==> config.mk <==
export PLATFORM = sky130hd
export DESIGN_NAME = btsk_exec
export DESIGN_NICKNAME = d
export VERILOG_FILES = /design/src/pkg/btsk_pkg.sv /design/src/pkg/btsk_addr_if.sv /design/src/hw/btsk_exec.sv /design/src/hw/btsk_addr_gen.sv
export VERILOG_INCLUDE_DIRS = /design/src /design/src/pkg
export SDC_FILE = /design/constraint.sdc
export NUM_CORES = 1
export LEC_CHECK = 0
export ABC_CLOCK_PERIOD_IN_PS = 5850
export BUFFER_PORTS_ARGS = -buffer_cell sky130_fd_sc_hd__buf_2
export CAP_MARGIN = 0
export CORE_ASPECT_RATIO = 1.4
export CORE_UTILIZATION = 55
export CTS_CLUSTER_DIAMETER = 50
export CTS_CLUSTER_SIZE = 12
export DETAILED_ROUTE_END_ITERATION = 10
export PLACE_DENSITY = 0.87
export SYNTH_ARGS = -nofsm -noshare
export SYNTH_HDL_FRONTEND = slang
export SYNTH_HIERARCHICAL = 1
export SYNTH_SLANG_ARGS = --single-unit
export TNS_END_PERCENT = 5
==> constraint.sdc <==
create_clock -name i_sys_clk -period 5.85 [get_ports i_sys_clk]
set_input_delay 0.8775 -clock i_sys_clk [delete_from_list [all_inputs] [get_ports i_sys_clk]]
set_output_delay 0.8775 -clock i_sys_clk [all_outputs]
set_load 0.005 [all_outputs]
==> src/pkg/btsk_cfg.svh <==
// constants for the bit-test-and-skip execution block
`ifndef BTSK_CFG_SVH
`define BTSK_CFG_SVH
`define BTSK_INSTR_W      16
`define BTSK_ADDR_W       12
`define BTSK_OPC_HI       15
`define BTSK_OPC_LO       12
`define BTSK_BIT_HI       11
`define BTSK_BIT_LO       9
`define BTSK_ACCESS_POS   8
`define BTSK_F_HI         7
`define BTSK_F_LO         0
`define BTSK_OPC_SKIP_CLR 4'hB
`define BTSK_OPC_SKIP_SET 4'hA
`define BTSK_IDX_LIMIT    8'h5F
`define BTSK_ACC_SPLIT    8'h60
`define BTSK_ACC_LO_PAGE  4'h0
`define BTSK_ACC_HI_PAGE  4'hF
`define BTSK_NOP_WORD     16'h0000
`define BTSK_Q_PER_CYCLE  4
`endif

==> src/pkg/btsk_pkg.sv <==
// types for the bit-test-and-skip execution block
package btsk_pkg;
    typedef enum logic [1:0] {
        BTSK_Q1,
        BTSK_Q2,
        BTSK_Q3,
        BTSK_Q4
    } btsk_phase_e;

    typedef enum logic [1:0] {
        BTSK_OP_OTHER,
        BTSK_OP_SKIP_CLEAR,
        BTSK_OP_SKIP_SET
    } btsk_op_e;
endpackage : btsk_pkg

==> src/pkg/btsk_addr_if.sv <==
// operand address request between sequencer and address generator
`timescale 1ns/1ps
`default_nettype none
`include "btsk_cfg.svh"
interface btsk_addr_if;
    logic [7:0]               f_addr;
    logic                     access;
    logic [3:0]               bank;
    logic                     ext_en;
    logic [`BTSK_ADDR_W-1:0]  index_base;
    logic [`BTSK_ADDR_W-1:0]  eff_addr;
    logic                     indexed;

    modport requester (
        output f_addr, access, bank, ext_en, index_base,
        input  eff_addr, indexed
    );
    modport generator (
        input  f_addr, access, bank, ext_en, index_base,
        output eff_addr, indexed
    );
endinterface : btsk_addr_if
`default_nettype wire

==> src/hw/btsk_exec.sv <==
// execution sequencer for the bit-test-and-skip instructions
`timescale 1ns/1ps
`default_nettype none
`include "btsk_cfg.svh"

// What this block does
// RULE1: skip-if-set skips the next instruction when the tested bit reads one
// RULE2: a taken skip discards the instruction word fetched during the test
// RULE3: a no-operation cycle replaces the discarded word, two cycles total
// RULE4: access flag zero addresses the quick-access bank, ignoring the bank
// RULE5: access flag one takes the bank from the bank select register
// RULE6: extended set, access zero, address up to 5Fh uses indexed offset
// RULE7: decode 4-bit opcode, 3-bit bit index, access flag, 8-bit address
module btsk_exec
    import btsk_pkg::*;
(
    input  wire logic                     i_sys_clk,
    input  wire logic                     i_reset,
    input  wire logic [`BTSK_INSTR_W-1:0] i_instr,
    input  wire logic [3:0]               i_bank_select,
    input  wire logic                     i_ext_set_en,
    input  wire logic [`BTSK_ADDR_W-1:0]  i_index_base,
    input  wire logic [7:0]               i_rd_data,
    output logic                          o_cycle_start,
    output logic                          o_rd_en,
    output logic [`BTSK_ADDR_W-1:0]       o_rd_addr,
    output logic                          o_indexed,
    output logic                          o_bit_test,
    output logic                          o_skip_taken,
    output logic                          o_discard
);
    btsk_phase_e              phase_reg;
    btsk_phase_e              phase_next;
    logic [`BTSK_INSTR_W-1:0] instr_reg;
    logic                     nop_reg;
    logic                     bit_val_reg;
    btsk_op_e                 op;
    logic [2:0]               bit_idx;
    logic                     skip_cond;

    btsk_addr_if addr_bus ();

    btsk_addr_gen u_addr_gen (
        .a (addr_bus)
    );

    // quarter-cycle sequencer
    always_comb begin
        case (phase_reg)
            BTSK_Q1: phase_next = BTSK_Q2;
            BTSK_Q2: phase_next = BTSK_Q3;
            BTSK_Q3: phase_next = BTSK_Q4;
            BTSK_Q4: phase_next = BTSK_Q1;
            default: phase_next = BTSK_Q1;
        endcase
    end

    always_ff @(posedge i_sys_clk) begin
        if (i_reset) begin
            phase_reg <= BTSK_Q4;
        end else begin
            phase_reg <= phase_next;
        end
    end

    always_ff @(posedge i_sys_clk) begin
        if (i_reset) begin
            o_cycle_start <= 1'b0;
        end else begin
            o_cycle_start <= (phase_next == BTSK_Q1);
        end
    end

    // opcode decode of the current word
    always_comb begin
        bit_idx = instr_reg[`BTSK_BIT_HI:`BTSK_BIT_LO];              // [RULE7]
        case (instr_reg[`BTSK_OPC_HI:`BTSK_OPC_LO])
            `BTSK_OPC_SKIP_CLR: op = BTSK_OP_SKIP_CLEAR;              // [RULE7]
            `BTSK_OPC_SKIP_SET: op = BTSK_OP_SKIP_SET;                // [RULE7]
            default:            op = BTSK_OP_OTHER;
        endcase
    end

    assign addr_bus.f_addr     = instr_reg[`BTSK_F_HI:`BTSK_F_LO];
    assign addr_bus.access     = instr_reg[`BTSK_ACCESS_POS];
    assign addr_bus.bank       = i_bank_select;
    assign addr_bus.ext_en     = i_ext_set_en;
    assign addr_bus.index_base = i_index_base;

    // instruction register: next word loaded at the end of Q4
    always_ff @(posedge i_sys_clk) begin
        if (i_reset) begin
            instr_reg <= `BTSK_NOP_WORD;
        end else if (phase_reg == BTSK_Q4) begin
            instr_reg <= i_instr;
        end
    end

    // discard flag: fetched word is replaced by a no-operation
    always_ff @(posedge i_sys_clk) begin
        if (i_reset) begin
            nop_reg <= 1'b0;
        end else if (phase_reg == BTSK_Q4) begin
            nop_reg <= o_skip_taken;                                  // [RULE2]
        end
    end

    always_ff @(posedge i_sys_clk) begin
        if (i_reset) begin
            o_discard <= 1'b0;
        end else if (phase_reg == BTSK_Q4) begin
            o_discard <= o_skip_taken;                                // [RULE3]
        end
    end

    always_ff @(posedge i_sys_clk) begin
        if (i_reset) begin
            o_bit_test <= 1'b0;
        end else if (phase_reg == BTSK_Q1) begin
            o_bit_test <= (op != BTSK_OP_OTHER) && !nop_reg;
        end
    end

    // Q1 decode: present operand address for the Q2 read
    always_ff @(posedge i_sys_clk) begin
        if (i_reset) begin
            o_rd_en   <= 1'b0;
            o_rd_addr <= '0;
            o_indexed <= 1'b0;
        end else if (phase_reg == BTSK_Q1) begin
            o_rd_en   <= (op != BTSK_OP_OTHER) && !nop_reg;          // [RULE3]
            o_rd_addr <= addr_bus.eff_addr;                 // [RULE4] [RULE5]
            o_indexed <= addr_bus.indexed;                            // [RULE6]
        end else begin
            o_rd_en   <= 1'b0;
        end
    end

    // Q2 read: capture the selected bit
    always_ff @(posedge i_sys_clk) begin
        if (i_reset) begin
            bit_val_reg <= 1'b0;
        end else if (phase_reg == BTSK_Q2) begin
            bit_val_reg <= i_rd_data[bit_idx];                        // [RULE7]
        end
    end

    // Q3 process: skip decision, no write-back in Q4
    always_comb begin
        skip_cond = 1'b0;
        if (!nop_reg) begin
            if (op == BTSK_OP_SKIP_SET) begin
                skip_cond = bit_val_reg;                              // [RULE1]
            end else if (op == BTSK_OP_SKIP_CLEAR) begin
                skip_cond = !bit_val_reg;
            end
        end
    end

    always_ff @(posedge i_sys_clk) begin
        if (i_reset) begin
            o_skip_taken <= 1'b0;
        end else begin
            o_skip_taken <= (phase_reg == BTSK_Q3) && skip_cond;      // [RULE1]
        end
    end
endmodule : btsk_exec
`default_nettype wire

==> src/hw/btsk_addr_gen.sv <==
// operand address generator: access bank, banked and indexed modes
`timescale 1ns/1ps
`default_nettype none
`include "btsk_cfg.svh"
module btsk_addr_gen (
    btsk_addr_if.generator a
);
    always_comb begin
        a.indexed  = 1'b0;
        a.eff_addr = {a.bank, a.f_addr};                 // [RULE5]
        if (!a.access) begin
            if (a.ext_en && (a.f_addr <= `BTSK_IDX_LIMIT)) begin
                a.indexed  = 1'b1;                       // [RULE6]
                a.eff_addr = a.index_base + {4'h0, a.f_addr};
            end else if (a.f_addr < `BTSK_ACC_SPLIT) begin
                a.eff_addr = {`BTSK_ACC_LO_PAGE, a.f_addr};  // [RULE4]
            end else begin
                a.eff_addr = {`BTSK_ACC_HI_PAGE, a.f_addr};  // [RULE4]
            end
        end
    end
endmodule : btsk_addr_gen
`default_nettype wire

==> flow_summary.yaml <==
outcome:
  outcome: "completed"
floorplan:
  chipHeight_um: 74.4
  num_rows: 25
  die_x_um: 53.7
  floorplan.core_area_um2: 3470
  die_area_um2: 3990
  start_util: 0.592
  floorplan.io_pins: 61
detailed_routing:
  drt-vias-per-instance: 5.56
  firstDrtPassIters: 4
  detail_route.drc_violations: 0
  routed_wire_length_per_instance_um: 13.2
  wl_met1_mm: 1.72
  final_antenna_net_count: 0
  met2RoutedLength_mm: 2.24
  routed_wl_mm: 4.27
  drtIter0Drc: 48
  met3_wirelength_um: 243
  via_count: 1795
  topRoutingLayerUsed: "met4"
power:
  p_int_w: 0.000464
  power_density_nw_per_um2: 281
  seq_power_share: 0.439
  ir_drop_mv: 0.244
  cellLeakagePower_nw: 1.18
  power_frac_comb: 0.313
  power.clock.fraction: 0.248
  fraction_of_power_spent_switching_nets: 0.322
  total_switching_power_w: 0.000221
clock_tree:
  clock_tree.root_cell: "sky130_fd_sc_hd__clkbuf_8"
  clk_pin_slew_ns: 0.07
  worst_skew_pair.late_latency_ns: 0.29
  number_of_buffers_inserted_during_clock_tree_synthesis: 5
  cts_max_level: 2
  post_cts_hold_buffer_count: 0
  clock_sink_count: 37
  clock_tree_from_tritoncts: "yes"
  max_buffers_root_to_sink: 2
  postCtsSetupBuffers: 0
  post_cts.resized_instances: 0
worst_setup_path:
  crit_buf_inv: 2
  cp_common_cell: "sky130_fd_sc_hd__mux2i_1"
  crit_type: "primary input to register"
  worstPathMaxFanout: 3
  setup.reg_to_reg.worst_slack_ns: 3.60
  arrival_ns: 2.69
  max_stage_delay_ns: 0.39
  timing.critical_path.required_ns: 6.01
  timing.critical_path.from_type: "primary input"
  cp-end-kind: "register"
  crit_family: "adder cells"
  path_cells: "buf_2 -> ha_1 -> inv_1 -> fa_1 -> nand2b_1 -> a21oi_1 -> o211ai_1 -> mux2i_1 -> o311ai_0 -> mux2i_1 -> nor2_1"
  critical-path-slowest-cell: "sky130_fd_sc_hd__fa_1"
synth:
  netlist_top_cells_count: "37 x sky130_fd_sc_hd__dfxtp_1, 37 x sky130_fd_sc_hd__nor2_1, 36 x sky130_fd_sc_hd__mux2i_1"
  postSynthCellCount: 226
  synth_cell_types: 41
  synth_sequential_area_ratio: 0.360
  synth_enable_flop_cells: 0
  synthesis.yosys.warnings: 6
  synthTopCellsByArea: "sky130_fd_sc_hd__dfxtp_1 36%, sky130_fd_sc_hd__mux2i_1 18%, sky130_fd_sc_hd__ha_1 8.5%"
  synth-async-reset-ratio: 0
  postSynthRegisterBits: 37
  syn-mean-instance-area_um2: 9.10
  syn-cell-area_um2: 2060
  synth_fp_nets: 284
  post-synth-top-area-cell: "sky130_fd_sc_hd__dfxtp_1"
  synthDominantCellAreaShare: 0.360
  synth_top_flop_cell: "sky130_fd_sc_hd__dfxtp_1"
final_layout:
  layout-drive-gt1-share: 0.258
  fin_nets: 340
  layoutNonFillerInstCount: 323
  area.growth.synth_to_final_pct: 18.4
  largest_register_ffs: 16
  num_antenna_cells: 0
global_route:
  pin_count_of_the_biggest_net_entering_global_routing: 37
  initial_antenna_violation_count: 0
  overflow: 0
  grt_pass1_wl_mm: 6.55
  grt_usage: 0.226
  number_of_global_route_vias_before_repair: 1576
worst_hold_path:
  min-delay-path-class: "register to register"
timing:
  slew_violations: 0
  setup_viol_count_final: 0
  rsz0062_at_grt: "false"
  timing_worst_slew_pin_value_ns: 1.03
  period_utilization: 0.433
  layout_setup_ws_ns: 3.32
  clock.fmax_mhz: 395
  fin_tns_setup_ns: 0
  timing.final.hold_violations: 0
  timing.final.crit_period_ns: 2.53
  slew_headroom: 0.310
  fin_skew_ns: 0.00912
place:
  dpl.cell_count: 315
  io_buffer_count: 60
  place_hpwl_mm: 3.17
  gp_congestion: 0.870
  worst_slack_after_detailed_placement_ns: 3.06
run:
  max_cap_violations: 0
-- metrics by stage --
step	total power [W]	cell area [um^2]	hold slack (ns)	util
2_1_floorplan	0.000467	2060	0.451	-
3_3_place_gp	0.000514	2350	0.467	0.678
3_5_place_dp	0.000521	2350	0.480	0.678
4_1_cts	0.000691	2440	0.497	0.702
5_1_grt	0.000732	2440	0.521	0.702
6_report	0.000685	2440	0.486	0.702
-- cell families after synthesis --
group | count (synthesis) | share of synthesized area
adder cells (fa/ha/maj) | 15 | 0.0949
AND/OR/NAND/NOR | 69 | 0.149
AO/OA/AOI/OAI | 38 | 0.126
XOR/XNOR | 8 | 0.0341
flip-flops | 37 | 0.360
buffers and inverters | 21 | 0.0444
multiplexers | 38 | 0.192
-- area by class of cell --
cell class	count	area, um^2
well taps	40	50.0
flip-flops and latches	37	741
inverters	10	37.5
fillers	300	1040
clock buffers	6	72.6
multi-input cells	168	1220
clock inverters	2	10.0
repair buffers	60	300
-- cells in the final DEF (no fill, tap or decap), types with 7 or more instances in the layout --
master	netlist	routed
sky130_fd_sc_hd__ha_1	14	14
sky130_fd_sc_hd__mux2i_1	36	36
sky130_fd_sc_hd__dfxtp_1	37	37
sky130_fd_sc_hd__o21ai_0	10	10
sky130_fd_sc_hd__nor2_1	37	37
sky130_fd_sc_hd__buf_2	4	60
sky130_fd_sc_hd__nand2_1	13	13
sky130_fd_sc_hd__a21oi_1	7	7
sky130_fd_sc_hd__inv_1	9	9
sky130_fd_sc_hd__xor2_1	7	7
-- worst register-to-register path, delay by kind of cell, from the launching register on --
kind            cells  cell delay, ns
fa+ha+maj           2            0.59
compound gates      3            0.56
flops               1            0.36
mux                 2            0.33
buf+inv             1            0.06
simple gates        2            0.23
-- power groups by stage --
stage	Clock (W)	Sequential, W	Combinational, W
detailed placement	0	0.000306	0.000215
finish	0.000170	0.000301	0.000215
floorplan	0	0.000301	0.000166
global placement	0	0.000305	0.000209
CTS	0.000175	0.000301	0.000216
global route	0.000188	0.000304	0.000239
-- layer usage --
layer	vias to the layer above	track usage
met5	-	0
met4	0	0.0906
met3	8	0.0654
met2	55	0.414
met1	832	0.231
li1	900	-
-- final timing paths --
kind / to / depth (start not counted) / start
worst max register to register: o_rd_addr[8]$_SDFFE_PP0N_ / 10 / instr_reg[0]$_SDFFE_PP0N_
worst min-delay path: o_discard$_SDFFE_PP0N_ / 2 / o_skip_taken$_SDFF_PP0_
worst max-delay path: o_rd_addr[8]$_SDFFE_PP0N_ / 11 / i_index_base[0]
worst min register to register: o_discard$_SDFFE_PP0N_ / 2 / o_skip_taken$_SDFF_PP0_
No activity file was read; power rests on OpenSTA's default activity.
